## config.mk

```make
export PLATFORM = sky130hd
export DESIGN_NAME = tlrc_top
export DESIGN_NICKNAME = d
export VERILOG_FILES = /design/src/hdl/tlrc_pkg.sv /design/src/hdl/tlrc_rst_sync.sv /design/src/hdl/tlrc_clk_div.sv /design/src/hdl/tlrc_top.sv
export SDC_FILE = /design/constraint.sdc
export NUM_CORES = 1
export LEC_CHECK = 0
export ABC_AREA = 1
export BUFFER_PORTS_ARGS = -buffer_cell sky130_fd_sc_hd__buf_4
export CORE_MARGIN = 8
export CORE_UTILIZATION = 40
export CTS_BUF_LIST = sky130_fd_sc_hd__clkbuf_8 sky130_fd_sc_hd__clkbuf_16
export CTS_CLUSTER_DIAMETER = 30
export DETAILED_ROUTE_END_ITERATION = 6
export GPL_TIMING_DRIVEN = 0
export PLACE_DENSITY = 0.64
export SYNTH_ARGS = -nofsm -noshare
export SYNTH_HDL_FRONTEND = slang
export SYNTH_HIERARCHICAL = 1
export SYNTH_SLANG_ARGS = --single-unit
```

## constraint.sdc

```tcl
create_clock -name clk -period 1.8 [get_ports clk]
set_input_delay 0.18 -clock clk [delete_from_list [all_inputs] [get_ports clk]]
set_output_delay 0.18 -clock clk [all_outputs]
set_load 0.02 [all_outputs]
```

## src/hdl/tlrc_pkg.sv

```systemverilog
// Package of constants for the transceiver lane reset control block.
// Assumes a single 20 MHz clock and an Avalon-MM register slave.
`default_nettype none

package tlrc_pkg;

    // ------------------------------------------------------------------
    // Register word offsets (byte addresses, one aligned word each).
    // ------------------------------------------------------------------
    localparam logic [7:0] TLRC_OFF_LANE_RESET   = 8'h00;
    localparam logic [7:0] TLRC_OFF_CODING_CFG   = 8'h04;
    localparam logic [7:0] TLRC_OFF_SOFT_RESET   = 8'h08;
    localparam logic [7:0] TLRC_OFF_CLK_SELECT   = 8'h0c;
    localparam logic [7:0] TLRC_OFF_STATUS       = 8'h10;

    // ------------------------------------------------------------------
    // Analog lane component reset bit positions.
    // ------------------------------------------------------------------
    localparam int TLRC_PMA_SER    = 0;
    localparam int TLRC_PMA_DES    = 1;
    localparam int TLRC_PMA_DFE    = 2;
    localparam int TLRC_PMA_EYE    = 3;
    localparam int TLRC_PMA_LBFIFO = 4;
    localparam int TLRC_PMA_ANALOG = 5;
    localparam int TLRC_PMA_PLL0   = 6;
    localparam int TLRC_PMA_PLL1   = 7;
    localparam int TLRC_PMA_BITS   = 8;

    // ------------------------------------------------------------------
    // Coding configuration bit positions and reset values.
    // ------------------------------------------------------------------
    localparam int TLRC_CFG_MODE_RX      = 0;
    localparam int TLRC_CFG_MODE_TX      = 1;
    localparam int TLRC_CFG_8B10B        = 2;
    localparam int TLRC_CFG_CDR_RST_RX   = 3;
    localparam int TLRC_CFG_TX_AUTO      = 4;
    localparam int TLRC_CFG_BITS         = 5;
    // Default: reset acts on receive only, 8b10b, CDR unlock clears receive, auto tx reset on.
    localparam logic [4:0] TLRC_CFG_RESET = 5'h1d;

    // Soft reset register bits.
    localparam int TLRC_SOFT_TX = 0;
    localparam int TLRC_SOFT_RX = 1;

    // Transmit clock selection encoding.
    localparam logic [2:0] TLRC_DIV_1  = 3'h0;
    localparam logic [2:0] TLRC_DIV_2  = 3'h1;
    localparam logic [2:0] TLRC_DIV_4  = 3'h2;
    localparam logic [2:0] TLRC_DIV_8  = 3'h3;
    localparam logic [2:0] TLRC_DIV_11 = 3'h4;

    // Cycles for which the transmit path is held quiet while flushing.
    localparam int TLRC_FLUSH_CYCLES = 16;

endpackage : tlrc_pkg

`default_nettype wire

```

## src/hdl/tlrc_rst_sync.sv

```systemverilog
// Reset synchroniser: asynchronous assertion, two-stage synchronous release.
// Assumes the clock is the one of the domain whose reset is released.
`default_nettype none

module tlrc_rst_sync (
    input  wire logic clk,
    input  wire logic arst_n,
    output logic      srst_n
);

    logic meta_q;

    // Assertion bypasses the stages; release walks through both.
    always_ff @(posedge clk or negedge arst_n) begin
        if (!arst_n) begin
            meta_q <= 1'b0;
            srst_n <= 1'b0;
        end else begin
            meta_q <= 1'b1;
            srst_n <= meta_q;
        end
    end

endmodule : tlrc_rst_sync

`default_nettype wire

```

## src/hdl/tlrc_clk_div.sv

```systemverilog
// Per-lane transmit clock enable generator dividing a selected base rate.
// Assumes base rate ticks arrive as one-cycle strobes on the system clock.
`default_nettype none

module tlrc_clk_div
    import tlrc_pkg::*;
(
    input  wire logic       clk,
    input  wire logic       rst,
    input  wire logic       base_tick,
    input  wire logic [2:0] div_sel,
    output logic            div_tick
);

    logic [3:0] cnt_q;
    logic [3:0] limit;

    // Terminal count for the chosen divider.
    always_comb begin
        case (div_sel)
            TLRC_DIV_2:  limit = 4'h1;
            TLRC_DIV_4:  limit = 4'h3;
            TLRC_DIV_8:  limit = 4'h7;
            TLRC_DIV_11: limit = 4'ha;
            default:     limit = 4'h0;
        endcase
    end

    // Count base ticks and emit one tick per divided period.
    always_ff @(posedge clk) begin
        if (rst) begin
            cnt_q    <= 4'h0;
            div_tick <= 1'b0;
        end else begin
            div_tick <= 1'b0;
            if (base_tick) begin
                if (cnt_q >= limit) begin
                    cnt_q    <= 4'h0;
                    div_tick <= 1'b1;
                end else begin
                    cnt_q <= cnt_q + 4'h1;
                end
            end
        end
    end

endmodule : tlrc_clk_div

`default_nettype wire

```

## src/hdl/tlrc_top.sv

```systemverilog
// Transceiver lane reset control: reset partitions, soft resets and tx clock select.
// Assumes 20 MHz clk, synchronous rst, Avalon-MM master on the register port.
// ----------------------------------------------------------------------------
// ----------------------------------------------------------------------------
//
// Chosen here: the Avalon-MM slave port and the register addresses.
`default_nettype none

module tlrc_top
    import tlrc_pkg::*;
#(
    parameter int LANES = 4
) (
    input  wire logic               clk,
    input  wire logic               rst,
    // Avalon-MM slave.
    input  wire logic [7:0]         avs_address,
    input  wire logic               avs_read,
    input  wire logic               avs_write,
    input  wire logic [31:0]        avs_writedata,
    input  wire logic [3:0]         avs_byteenable,
    output logic [31:0]             avs_readdata,
    output logic                    avs_waitrequest,
    // Lane reset inputs.
    input  wire logic               analog_lane_reset_n,
    input  wire logic               coding_layer_reset_n,
    // Transmit PLL and receive status, receive clock and transmit serial data.
    input  wire logic [1:0]         transmit_pll_lock,
    input  wire logic [1:0]         pll_base_tick,
    input  wire logic               receive_clock_recovery_lock,
    input  wire logic               rx_clk_src,
    input  wire logic               tx_serial_data,
    // Reset, gated clock, serial data and lane tick outputs to the lane sections.
    output logic [TLRC_PMA_BITS-1:0] pma_reset_out,
    output logic                    rx_coding_reset,
    output logic                    tx_coding_reset,
    output logic                    flywheel_fifo_reset,
    output logic                    align_restart,
    output logic                    rx_clk_gated,
    output logic                    tx_serial_out,
    output logic [LANES-1:0]        tx_lane_tick
);

    // ------------------------------------------------------------------
    // Reset synchronisation.
    // ------------------------------------------------------------------
    logic pma_sync_n;
    logic pcs_sync_n;

    // Asynchronous assertion, two-stage release per partition.
    tlrc_rst_sync u_pma_sync (
        .clk    (clk),
        .arst_n (analog_lane_reset_n),
        .srst_n (pma_sync_n)
    );

    tlrc_rst_sync u_pcs_sync (
        .clk    (clk),
        .arst_n (coding_layer_reset_n),
        .srst_n (pcs_sync_n)
    );

    // ------------------------------------------------------------------
    // Registers.
    // ------------------------------------------------------------------
    logic [TLRC_PMA_BITS-1:0] lane_reset_reg0_q;
    logic [TLRC_CFG_BITS-1:0] cfg_q;
    logic [1:0]               soft_q;
    logic [4*LANES-1:0]       clk_sel_q;
    logic                     cfg_done_q;
    logic                     bus_ack_q;

    function automatic logic [31:0] tlrc_merge(input logic [31:0] old_v,
                                               input logic [31:0] new_v,
                                               input logic [3:0]  be);
        logic [31:0] r;
        r = old_v;
        for (int i = 0; i < 4; i++) begin
            if (be[i]) r[8*i +: 8] = new_v[8*i +: 8];
        end
        return r;
    endfunction

    logic        wr_hit;
    logic [31:0] merged_lane;
    logic [31:0] merged_cfg;
    logic [31:0] merged_soft;
    logic [31:0] merged_sel;

    assign wr_hit      = avs_write && bus_ack_q; // Lands where waitrequest is low.
    assign merged_lane = tlrc_merge({24'h0, lane_reset_reg0_q}, avs_writedata, avs_byteenable);
    assign merged_cfg  = tlrc_merge({27'h0, cfg_q}, avs_writedata, avs_byteenable);
    assign merged_soft = tlrc_merge({30'h0, soft_q}, avs_writedata, avs_byteenable);
    assign merged_sel  = tlrc_merge({{(32-4*LANES){1'b0}}, clk_sel_q}, avs_writedata, avs_byteenable);

    // Waitrequest drops for one cycle: answer on the second edge of a request.
    always_ff @(posedge clk) begin
        if (rst) begin
            bus_ack_q       <= 1'b0;
            avs_waitrequest <= 1'b1;
        end else begin
            bus_ack_q       <= (avs_read || avs_write) && !bus_ack_q;
            avs_waitrequest <= !((avs_read || avs_write) && !bus_ack_q);
        end
    end

    // Component reset register for the analog section and PLLs.
    always_ff @(posedge clk) begin
        if (rst) begin
            lane_reset_reg0_q <= '0;
        end else if (wr_hit && avs_address == TLRC_OFF_LANE_RESET) begin
            lane_reset_reg0_q <= merged_lane[TLRC_PMA_BITS-1:0];
        end
    end

    // Reset behaviour configuration; defaults loaded before PLL release.
    always_ff @(posedge clk) begin
        if (rst) begin
            cfg_q <= TLRC_CFG_RESET;
        end else if (wr_hit && avs_address == TLRC_OFF_CODING_CFG) begin
            cfg_q <= merged_cfg[TLRC_CFG_BITS-1:0];
        end
    end

    // Configuration is marked complete one edge after reset release.
    always_ff @(posedge clk) begin
        if (rst) begin
            cfg_done_q <= 1'b0;
        end else begin
            cfg_done_q <= 1'b1;
        end
    end

    // Soft coding resets used around rate and divider changes.
    always_ff @(posedge clk) begin
        if (rst) begin
            soft_q <= 2'h0;
        end else if (wr_hit && avs_address == TLRC_OFF_SOFT_RESET) begin
            soft_q <= merged_soft[1:0];
        end
    end

    // Per-lane transmit clock selection: bit 3 PLL, bits 2:0 divider.
    always_ff @(posedge clk) begin
        if (rst) begin
            clk_sel_q <= '0;
        end else if (wr_hit && avs_address == TLRC_OFF_CLK_SELECT) begin
            clk_sel_q <= merged_sel[4*LANES-1:0];
        end
    end

    // ------------------------------------------------------------------
    // Coding layer and analog reset decode.
    // ------------------------------------------------------------------
    logic [1:0] pll_lock_q;
    logic [1:0] lock_rise;
    logic       pcs_prev_q;
    logic       pcs_fall;
    logic       pcs_held;
    logic       cdr_lock_q;
    logic       cdr_unlock;
    logic       active_pll;
    logic       tx_req;
    logic       rx_req;
    logic [4:0] flush_q;

    always_ff @(posedge clk) begin
        if (rst) begin
            pll_lock_q <= 2'h0;
            pcs_prev_q <= 1'b1;
            cdr_lock_q <= 1'b0;
        end else begin
            pll_lock_q <= transmit_pll_lock;
            pcs_prev_q <= pcs_sync_n;
            cdr_lock_q <= receive_clock_recovery_lock;
        end
    end

    assign active_pll = clk_sel_q[3];
    assign lock_rise  = transmit_pll_lock & ~pll_lock_q;
    assign pcs_fall   = pcs_prev_q && !pcs_sync_n;
    assign pcs_held   = !pcs_sync_n || pcs_fall;
    assign cdr_unlock = cdr_lock_q && !receive_clock_recovery_lock;

    // Receive reset follows the pin when mode includes receive.
    assign rx_req = (pcs_held && cfg_q[TLRC_CFG_MODE_RX]) || soft_q[TLRC_SOFT_RX] || !pma_sync_n
                    || (cdr_unlock && cfg_q[TLRC_CFG_CDR_RST_RX]);

    // Transmit reset from pin, soft bit, or PLL lock rising.
    assign tx_req = (pcs_held && cfg_q[TLRC_CFG_MODE_TX]) || soft_q[TLRC_SOFT_TX] || !pma_sync_n
                    || !cfg_done_q || (cfg_q[TLRC_CFG_TX_AUTO] && lock_rise[active_pll]);

    // Flush timer keeps the transmit path quiet after each request.
    always_ff @(posedge clk) begin
        if (rst) begin
            flush_q <= 5'(TLRC_FLUSH_CYCLES);
        end else if (tx_req) begin
            flush_q <= 5'(TLRC_FLUSH_CYCLES);
        end else if (flush_q != 5'h0) begin
            flush_q <= flush_q - 5'h1;
        end
    end

    // Transmit coding reset and quiet serial output.
    always_ff @(posedge clk) begin
        if (rst) begin
            tx_coding_reset <= 1'b1;
            tx_serial_out   <= 1'b0;
        end else begin
            tx_coding_reset <= tx_req || (flush_q != 5'h0);
            tx_serial_out   <= (tx_req || flush_q != 5'h0) ? 1'b0 : tx_serial_data;
        end
    end

    // Receive coding reset, flywheel clear and clock stop.
    always_ff @(posedge clk) begin
        if (rst) begin
            rx_coding_reset     <= 1'b1;
            flywheel_fifo_reset <= 1'b1;
            rx_clk_gated        <= 1'b0;
        end else begin
            rx_coding_reset     <= rx_req;
            flywheel_fifo_reset <= rx_req;
            rx_clk_gated        <= rx_req ? 1'b0 : rx_clk_src;
        end
    end

    // Alignment restart pulse in 8b10b mode only on a fresh reset.
    always_ff @(posedge clk) begin
        if (rst) begin
            align_restart <= 1'b0;
        end else begin
            align_restart <= cfg_q[TLRC_CFG_8B10B] && rx_req && !rx_coding_reset;
        end
    end

    // Analog resets: pin clears every part, register picks parts.
    always_ff @(posedge clk) begin
        if (rst) begin
            pma_reset_out <= '1;
        end else begin
            pma_reset_out <= pma_sync_n ? lane_reset_reg0_q : '1;
        end
    end

    // ------------------------------------------------------------------
    // Per-lane transmit clock selection.
    // ------------------------------------------------------------------
    genvar g;
    generate
        for (g = 0; g < LANES; g++) begin : g_lane
            logic base;
            assign base = pll_base_tick[clk_sel_q[4*g+3]];
            // Divided tick per lane from its chosen PLL.
            tlrc_clk_div u_div (
                .clk       (clk),
                .rst       (rst),
                .base_tick (base),
                .div_sel   (clk_sel_q[4*g +: 3]),
                .div_tick  (tx_lane_tick[g])
            );
        end
    endgenerate

    // ------------------------------------------------------------------
    // Read data.
    // ------------------------------------------------------------------
    always_ff @(posedge clk) begin
        if (rst) begin
            avs_readdata <= 32'h0;
        end else if (avs_read && !bus_ack_q) begin
            case (avs_address)
                TLRC_OFF_LANE_RESET: avs_readdata <= {24'h0, lane_reset_reg0_q};
                TLRC_OFF_CODING_CFG: avs_readdata <= {27'h0, cfg_q};
                TLRC_OFF_SOFT_RESET: avs_readdata <= {30'h0, soft_q};
                TLRC_OFF_CLK_SELECT: avs_readdata <= {{(32-4*LANES){1'b0}}, clk_sel_q};
                TLRC_OFF_STATUS:     avs_readdata <= {24'h0, pcs_sync_n, pma_sync_n, pll_lock_q,
                                                      cdr_lock_q, rx_coding_reset, tx_coding_reset,
                                                      (flush_q != 5'h0)};
                default:             avs_readdata <= 32'h0;
            endcase
        end
    end

endmodule : tlrc_top

`default_nettype wire

```

# Word level (Yosys, flattened, before mapping)
# Cells that the tools add are included.
totals:
  regBits: 112
  inputBits: 57
  output_inout_bits: 51
classes:
  n_addsub: 5
  magnitude_cmp: 8
  eq_ne: 20
  n_mux: 24
  bitwise_logic: 7
  reduce_logical: 47
ops:
  columns: ["op", "count"]
  rows:
  - ["16-bit case mux with 5 select lines", 1]
  - ["4-bit case mux with 4 select lines", 4]
  - ["3-bit by 2-bit equality test with 1-bit output (second input constant)", 8]
  - ["4-bit by 1-bit adder with 4-bit output (second input constant)", 4]
  - ["8-bit by 4-bit equality test with 1-bit output (second input constant)", 2]
  - ["4-bit >= comparator", 4]
  - ["4-bit two-way mux", 4]
  - ["2-bit OR reduction", 8]
  - ["1-bit logical AND", 15]
  - ["1-bit two-way mux", 15]
  - ["3-bit by 1-bit equality test with 1-bit output (second input constant)", 4]
  - ["3-bit equality test (second input constant)", 4]
  - ["1-bit logical OR", 10]
  - ["2-bit AND reduction", 5]
  - ["8-bit by 3-bit equality test with 1-bit output (second input constant)", 1]
  - ["8-bit by 5-bit equality test with 1-bit output (second input constant)", 1]
  - ["8-bit zero test", 1]
  - ["1-bit by 2-bit < comparator with 1-bit output (second input constant)", 4]
  - ["1-bit zero test", 7]
  - ["1-bit inverter", 5]
  - ["5-bit nonzero test", 1]
  - ["5-bit by 1-bit subtractor with 5-bit output (second input constant)", 1]
  - ["2-bit bitwise AND", 1]
  - ["2-bit inverter", 1]

# Depth between registers and ports, before layout
# Gate-level depths: netlist of the first run.
depth:
  depth_word: 10
  ltp_mapped: 11
  depth_no_buf: 11

# Modules after synthesis
# The synthesis of the first run kept the hierarchy.
by_module_without_submodules:
  columns: ["mod", "n_inst", "cells_each", "area_per_inst_um2", "seq_area_each_um2"]
  rows:
  - ["tlrc_top", 1, 389, 2977.9, 1421.4]
  - ["tlrc_clk_div", 4, 44, 325.3, 100.1]
  - ["tlrc_rst_sync", 2, 3, 53.8, 50.0]

# Least setup slack after synthesis of the first run
# No wires, ideal clock.
synth_path:
  path_type: "register to register"
  startpoint: "register clk_sel_q[2]"
  endpoint: "register g_lane[0].u_div.cnt_q[0]"
  t_arrival_ns: 1.306
  required_ns: 1.684
  slack_ns: 0.378
  stages_incl_launch_ff: 12
  path_cell_list: "dfxtp_1 inv_1 nor3_1 inv_1 ha_1 nand2_1 inv_1 nand2_1 nand3_1 nand2_1 nand2_1 nor2_1"
synth_via:
  elab_chain_len: 4
  word_cells_on_any_way: 7
synth_rtl:
  columns: ["item", "line", "text"]
  rows:
  - ["from (decl)", "tlrc_top.sv:69", "logic [4*LANES-1:0] clk_sel_q;"]
  - ["from (signal assigned)", "tlrc_top.sv:148", "clk_sel_q <= merged_sel[4*LANES-1:0];"]
  - ["3-bit equality test (tied with other cells)", "tlrc_clk_div.sv:20", "case (div_sel)"]
  - ["4-bit case mux with 4 select lines *", "tlrc_clk_div.sv:20", null]
  - ["4-bit >= comparator *", "tlrc_clk_div.sv:37", "if (cnt_q >= limit) begin"]
  - ["4-bit two-way mux *", "tlrc_clk_div.sv:37", null]
  - ["to (signal assigned)", "tlrc_clk_div.sv:41", "cnt_q <= cnt_q + 4'h1;"]
  - ["to (decl)", "tlrc_clk_div.sv:15", "logic [3:0] cnt_q;"]
# Mark *: on every way between the ends. The rest lies on a longest branch, timed or not.
# A chain may end at the register's enable or synchronous reset.

# Final worst setup path of the first run
layout_path:
  startpoint: "register clk_sel_q[10]"
  endpoint: "register g_lane[2].u_div.cnt_q[1]"
layout_via:
  elab_chain_len: 4
  word_cells_on_any_way: 7
layout_rtl:
  columns: ["item", "line"]
  rows:
  - ["3-bit equality test (tied with other cells)", "tlrc_clk_div.sv:20"]
  - ["4-bit case mux with 4 select lines *", "tlrc_clk_div.sv:20"]
  - ["4-bit >= comparator *", "tlrc_clk_div.sv:37"]
  - ["4-bit two-way mux *", "tlrc_clk_div.sv:37"]
  - ["to (signal assigned)", "tlrc_clk_div.sv:41"]
  - ["to (decl)", "tlrc_clk_div.sv:15"]
# Marked as above.

==> reports/qor.txt, run 1 <==
Cell count after synthesis: 571
Ant diodes: 0
Die W: 121 um
Hold depth: 3
Endpoints failing hold: 0
H-Tree Depth: 3
Die Ht: 121 um
Reg-to-Reg Start: clk_sel_q[10]
Peak VDD IR: 0.409 mV
Finished Core Util: 50.3%
Num CTS Buffers: 9
Core Footprint: 0.0108 mm^2
Post-route cell area: 0.00543 mm^2
Worst-path clk slew: 0.10 ns
Nets: 751
Fin crit share: 90.2%
Routed wire length: 11300 um
Max clock buf depth: 2
Clock sink count: 95
Critical path launch point: clk_sel_q[10]
PwrDens: 773 mW/mm^2
Number of port buffers: 73
Initial antenna violation count: 0
Starting Density: 40.6%
Critical setup path kind: reg2reg
Via count: 3958
Worst skew pair latency: 0.37 ns
ANT nets after route: 0
Critical path launch point type: register
Share of layout cells above drive strength 1: 20.1%
Synth Area per Inst: 7.68 um^2
Total grt overflow: 0
Synth warnings: 6
Total track usage: 16.0%
Reg2reg end: g_lane[2].u_div/cnt_q[1]
Final Slew Violations: 0
Post-CTS Setup Repair Bufs: 0
Post-synthesis sequential area ratio: 43.8%
Non-filler cells, final: 817
CP endpoint: g_lane[2].u_div/cnt_q[1]
Reg-to-reg slack, setup: 0.18 ns
#FFs+latches synth: 95
Synth top area cells: dfxtp_1 (42%), nand2_1 (7.6%), nor2_1 (6.9%), ha_1 (6.3%), nand3_1 (5.2%)
Vias per std cell: 4.84
Cells on worst reg2reg path: 11
Routability cong.: 0.834
Number of flops mapped to enable cells by yosys: 0
Leak pwr: 2.59 nW
Total power: 4.20 mW
Drt wl/cell: 13.9 um
Initial DRC Count: 231
Vias in the first global route: 3938
Die area: 0.0146 mm^2
Distinct cells, synth: 35
Pre-antenna DRT Iters: 4
Dpl cells: 799
Final Critical Period: 1.62 ns
Status: finished, final reports clean
Yosys top cell area share: 41.5%
CTS tree: yes
Top cell type by total area after synthesis: dfxtp_1
Clock root buffer: clkbuf_8
Worst Tran Pin Value: 0.614 ns
Max Clock Skew: 0.0113 ns
Max transition margin: 58.9%
Endpoints failing setup: 0
Placed inst area: 0.00517 mm^2
Max-Cap Viols: 0
Most common flop cell mapped by yosys: dfxtp_1
Worst EP required: 2.11 ns
Max Fclk: 0.616 GHz
# DRC: 0
Post-synth ARST share: 4.21%
Synthesized cell area: 0.00439 mm^2
Worst setup EP type: register
Crit path arrival time: 1.93 ns
Floorplan row count: 38
Detail Placement HPWL: 8730 um
Synth-to-layout area growth: 23.8%
Min-delay worst type: in2reg
Largest net degree at the start of global routing: 17
Crit Path Max Fanout: 4
I/O pins: 108
First-pass GRT wire length: 18700 um
-- area by class of cell --
class / instances / area (um^2)
buffer: 29 / 183
clock buffer: 9 / 124
clock inverter: 7 / 96.3
fill: 1083 / 5360
inverter: 65 / 244
multi-input combinational: 397 / 2120
sequential: 95 / 1920
tap: 140 / 175
timing repair buffer: 75 / 568
-- per-layer routing --
metal,wire (um),vias up,GRT usage (%)
met5,0,-,0
met1,4960,1784,19.1
met4,277,0,7.96
li1,-,2024,-
met2,5210,130,26.2
met3,891,20,3.87
-- report_power, final --
group,switching [mW],internal (mW)
Sequential,0.0350,2.16
Combinational,0.265,0.194
Clock,0.762,0.784
-- state kept, by name, indices dropped and copies added, names as in the netlist --
signal	flops
u_pcs_sync/meta_q	1
flywheel_fifo_reset	1
cfg_q	5
cfg_done_q	1
g_lane.u_div/div_tick	4
lane_reset_reg0_q	8
soft_q	2
clk_sel_q	16
pll_lock_q	2
bus_ack_q	1
rx_clk_gated	1
align_restart	1
u_pma_sync/srst_n	1
avs_readdata	16
tx_serial_out	1
cdr_lock_q	1
pma_reset_out	8
u_pcs_sync/srst_n	1
avs_waitrequest	1
u_pma_sync/meta_q	1
g_lane.u_div/cnt_q	16
flush_q	5
tx_coding_reset	1
-- Yosys cell counts (2+ instances only) --
| master | number |
|---|---|
| xor2_1 | 8 |
| nand4_1 | 10 |
| buf_2 | 4 |
| a21oi_1 | 32 |
| buf_4 | 18 |
| or2_2 | 8 |
| mux2i_1 | 4 |
| nand2_1 | 89 |
| nand3_1 | 46 |
| a211oi_1 | 2 |
| ha_1 | 22 |
| nor3b_1 | 2 |
| clkbuf_1 | 6 |
| inv_1 | 61 |
| o21ai_0 | 42 |
| nor2_4 | 4 |
| conb_1 | 3 |
| nor3_1 | 11 |
| dfrtp_1 | 4 |
| dfxtp_1 | 91 |
| o211ai_1 | 4 |
| xnor2_1 | 5 |
| nor2_1 | 81 |
| inv_2 | 3 |
-- metrics by stage --
stage                TNS (ns)  worst slack (ns)  hold slack, ns
detailed placement     -0.498            -0.158         -0.0352
global placement       -0.273            -0.126         -0.0367
CTS                         0            0.0530         0.00697
finish                      0             0.176          0.0186
floorplan                   0             0.378          -0.116
global route        -0.000282         -0.000282          0.0224
-- worst max-delay path: stages, from the launching register on --
cell and delay, ns:
dfxtp_1 0.39, inv_1 0.10, nor3_2 0.16, inv_1 0.06
ha_1 0.31, nand2_1 0.08, inv_1 0.04, nand2_1 0.06
nand3_1 0.10, nand2_1 0.08, nand2_1 0.09, nor2_1 0.10
-- kinds of logic (layout without fill, tap and decap cells) --
family                   count (synthesis)  count (layout)  synth area share [%]
adder cells (fa/ha/maj)                 22              22                  6.27
multiplexers                             4               4                 0.913
buffers and inverters                   94             185                  9.70
flip-flops                              95              95                  43.8
AO/OA/AOI/OAI                           83              83                  9.90
other                                    3              18                 0.257
XOR/XNOR                                13              13                  2.60
AND/OR/NAND/NOR                        257             257                  26.6
-- cells in the final DEF (no fill, tap or decap), types with 2 or more instances in the layout --
cell type,n
a211oi_1,2
a21oi_1,32
buf_2,4
buf_4,91
bufinv_16,2
clkbuf_1,5
clkbuf_8,9
clkinvlp_4,2
conb_1,18
dfrtp_1,4
dfxtp_1,90
dlygate4sd3_1,2
ha_1,22
inv_1,62
inv_2,3
mux2i_1,4
nand2_1,89
nand3_1,46
nand4_1,10
nor2_1,80
nor2_4,4
nor3_1,7
nor3_2,5
nor3b_1,2
o211ai_1,4
o21ai_0,42
or2_2,8
xnor2_1,5
xor2_1,8
-- timing repair --
item                       in CTS  in global routing
gates cloned                    0                  0
setup endpoints to repair      11                 15
hold buffers                    2                  0
hold endpoints to repair        4                  0
resized for setup               1                  7
-- worst min path at each step --
stage / from / end / slack, ns
floorplan: coding_layer_reset_n / u_pcs_sync/meta_q / -0.12
global placement: coding_layer_reset_n / u_pcs_sync/srst_n / -0.04
detailed placement: coding_layer_reset_n / u_pcs_sync/meta_q / -0.04
CTS: tx_serial_data / tx_serial_out / 0.007
global route: tx_serial_data / tx_serial_out / 0.02
finish: tx_serial_data / tx_serial_out / 0.02
Power figures use the tool's default switching activity.
==> run 2: changes to the inputs <==
- PLACE_DENSITY: 0.64 -> 0.66
- SYNTH_HIERARCHICAL: 1 -> unset
- clock period: 1.8 -> 1.4 ns (I/O delays scaled with it)
==> run 2 against run 1 <==
Effect of this change: the flow now finishes with violations (setup timing); core utilization up 3.5 points; total power up 30%; register-to-register slack worse by 0.42 ns; worst hold slack worse by 0.0026 ns; flip-flop and latch count unchanged; clock skew down 0.0021 ns; wire length up 1.9%; clock power up 36%.
==> reports/qor.txt, run 2 <==
PwrDens: 945 mW/mm^2 (+22%)
Clock sink count: 95 (unchanged)
Distinct cells, synth: 33 (-5.7%)
Max Fclk: 0.607 GHz (-1.3%)
#FFs+latches synth: 95 (unchanged)
Dpl cells: 787 (-1.5%)
Comb pwr share: 10.2% (-0.7 points)
Yosys top cell area share: 42.0% (+0.43 points)
Peak VDD IR: 0.399 mV (-2.4%)
RSZ-0062 raised after global routing: yes
Via count: 4006 (+1.2%)
Worst Tran Pin Value: 0.538 ns (-0.0763 ns)
Synthesized cell area: 0.00434 mm^2 (-1.0%)
Pre-antenna DRT Iters: 5 (+1)
Worst skew pair latency: 0.36 ns (about the same)
Top delay family on crit path: simple AND/OR/NAND/NOR gates
Total grt overflow: 0 (unchanged)
Final Slew Violations: 0 (unchanged)
Switch Pwr: 1.33 mW (+25%)
Crit Path Max Fanout: 4 (unchanged)
Top cells by count, synth: nand2_1 (104), dfxtp_1 (91), inv_1 (61)
Max Clock Skew: 0.00921 ns (-0.00213 ns)
Num CTS Buffers: 9 (unchanged)
Vias per std cell: 4.80 (-0.97%)
Synth warnings: 0 (-6)
First-pass GRT wire length: 18600 um (-0.99%)
Nets: 769 (+2.4%)
Top cell type by total area after synthesis: dfxtp_1
Cell count after synthesis: 559 (-2.1%)
Top-count cell post-synth: nand2_1
Post-synthesis sequential area ratio: 44.3% (+0.45 points)
Worst EP required: 1.70 ns (-0.41 ns)
Commonest non-fill, non-tap cell in the layout: buf_4
Number of port buffers: 72 (-1.4%)
Most frequent cells in the layout: buf_4 (118), nand2_1 (99), dfxtp_1 (78), inv_1 (55), nor2_1 (52)
Synth Area per Inst: 7.77 um^2 (+1.1%)
Violated checks: setup timing
Buf/Inv on CP: 1 (-2)
Fin crit share: 118% (+27 points)
CTS tree: yes
Clock group share of total power: 38.8% (+2.0 points)
Critical path launch point type: register
Post-route cell area: 0.00576 mm^2 (+6.0%)
Core Footprint: 0.0107 mm^2 (-0.88%)
Most common flop cell mapped by yosys: dfxtp_1
Min-delay worst type: in2reg
Ant diodes: 0 (unchanged)
Reg-to-reg slack, setup: -0.25 ns (-0.42 ns)
Synth-to-layout area growth: 32.6%
Post-synth ARST share: 4.21% (unchanged)
Non-filler cells, final: 835 (+2.2%)
Biggest regs: avs_readdata (16), clk_sel_q (16), g_lane.u_div.cnt_q (16)
Routability cong.: 0.848 (+1.7%)
FILL cells: 1009 (-6.8%)
I/O pins: 108 (unchanged)
Largest net degree at the start of global routing: 17 (unchanged)
Crit path max-delay cell type: dfxtp_4
ANT nets after route: 0 (unchanged)
Crit path arrival time: 1.94 ns (about the same)
CP peak stage delay: 0.37 ns (-0.02 ns)
Switching Share: 24.5% (-0.80 points)
Worst-path clk slew: 0.10 ns (about the same)
Endpoints failing setup: 20 (+20)
Flop pwr share: 51.0% (-1.2 points)
Floorplan row count: 38 (unchanged)
Max-Cap Viols: 0 (unchanged)
Routed wire length: 11600 um (+1.9%)
Starting Density: 40.6% (-0.060 points)
Synth top area cells: dfxtp_1 (42%), nand2_1 (9.0%), a21oi_1 (6.5%), ha_1 (6.3%), inv_1 (5.3%)
Die W: 120 um (-0.44%)
Finished Core Util: 53.8% (+3.5 points)
Number of flops mapped to enable cells by yosys: 0 (unchanged)
Status: complete, but fails checks
Initial DRC Count: 219 (-5.2%)
Total track usage: 15.8% (-0.13 points)
Total power: 5.44 mW (+30%)
Vias in the first global route: 3916 (-0.56%)
Max clock buf depth: 2 (unchanged)
Final WS setup: -0.246 ns (-0.422 ns)
Clock root buffer: clkbuf_8
Detail Placement HPWL: 8500 um (-2.6%)
Final Critical Period: 1.65 ns (+0.0218 ns)
Placed inst area: 0.00514 mm^2 (-0.51%)
Leak pwr: 2.66 nW (+2.4%)
Drt wl/cell: 13.8 um (-0.27%)
Die Ht: 120 um (-0.44%)
Initial antenna violation count: 0 (unchanged)
Worst setup EP type: register
H-Tree Depth: 3 (unchanged)
# DRC: 0 (unchanged)
Max transition margin: 63.9% (+5.0 points)
Share of layout cells above drive strength 1: 29.8% (+9.7 points)
P_int: 4.11 mW (+31%)
Critical setup path kind: reg2reg
CP Cell Sequence: nor3_4 -> a21oi_2 -> ha_1 -> inv_1 -> nor2_1 -> o211ai_1 -> nand3_1 -> nand2_1 -> nand2_2 -> a21oi_1
Endpoints failing hold: 0 (unchanged)
Die area: 0.0144 mm^2 (-0.88%)
==> run 2: cell types whose count changed after synthesis, sizes merged, moves of 6 or more <==
cell / previous run / this run
a21oi: 32 / 56
o21ai: 43 / 36
buf: 23 / 29
nand3: 47 / 32
nand2: 90 / 109
nor2: 85 / 60
nor3: 13 / 6
==> run 2: metrics by stage <==
step | setup TNS, ns | hold WS [ns] | worst slack (ns)
after detailed placement | -5.47 | -0.0745 | -0.278
final | -4.15 | 0.0160 | -0.246
after CTS | -3.35 | 0.00957 | -0.222
after global placement | -3.95 | -0.0761 | -0.220
after global routing | -6.31 | 0.0197 | -0.377
after floorplan | -0.789 | -0.156 | -0.0824
==> run 2: area by class of cell <==
class | count | area [um^2] | share of cell area, %
multi-input combinational | 381 | 2110 | 36.7
sequential | 95 | 1950 | 33.9
timing repair buffer | 103 | 788 | 13.7
inverter | 68 | 265 | 4.61
buffer | 32 | 226 | 3.93
tap | 140 | 175 | 3.04
clock buffer | 10 | 149 | 2.59
clock inverter | 6 | 90.1 | 1.56
==> run 2: worst reg2reg max path: stages, from the launching register on <==
cell and delay, ns:
dfxtp_4 0.37, nor3_4 0.21, a21oi_2 0.05, ha_1 0.29, inv_1 0.06, nor2_1 0.04
o211ai_1 0.15, nand3_1 0.13, nand2_1 0.10, nand2_2 0.08, a21oi_1 0.12
==> run 2: logic make-up after synthesis <==
| family | after synthesis | share of synthesized area (%) |
|---|---|---|
| and+or+nand+nor | 227 | 23.2 |
| buffers and inverters | 100 | 11.2 |
| AOI/OAI and AO/OA | 99 | 11.8 |
| DFF | 95 | 44.3 |
| adders and majority gates | 22 | 6.34 |
| xor gates and xnor gates | 9 | 1.82 |
| muxes | 5 | 1.15 |
| other | 2 | 0.173 |
==> run 2: path summary, 6_finish.rpt <==
check / from / end / cells after the start
worst max register to register: clk_sel_q[4] / g_lane[1].u_div.cnt_q[0] / 10
max in group asynchronous: coding_layer_reset_n / u_pcs_sync.srst_n / 2
min in group asynchronous: analog_lane_reset_n / u_pma_sync.srst_n / 2
worst min-delay path: transmit_pll_lock[1] / pll_lock_q[1] / 3
worst max-delay path: clk_sel_q[4] / g_lane[1].u_div.cnt_q[0] / 10
worst min register to register: u_pma_sync.meta_q / u_pma_sync.srst_n / 0
==> run 2: repair_timing <==
action | 4_1_cts | 5_1_grt
pin swaps | 3 | 8
setup buffers | 14 | 11
endpoints found under the setup margin | 34 | 46
cloned | 0 | 1
hold endpoints to repair | 8 | 0
gates resized for setup | 25 | 19
hold buffers | 6 | 0
==> run 2: metal layers <==
metal  vias to the layer above  GRT usage (%)  wire length, um
met5                         -              0                0
met4                         0           4.92              184
met3                        13           4.06              777
met2                       112           26.9             5560
met1                      1842           19.2             5030
li1                       2039              -                -
==> run 2: power groups by stage <==
stage	clock network [mW]	registers, mW	logic (mW)
after floorplan	0	2.87	0.281
after detailed placement	0	2.85	0.512
final	2.11	2.77	0.556
after global placement	0	2.85	0.504
after CTS	2.14	2.78	0.535
after global routing	2.28	2.78	0.613
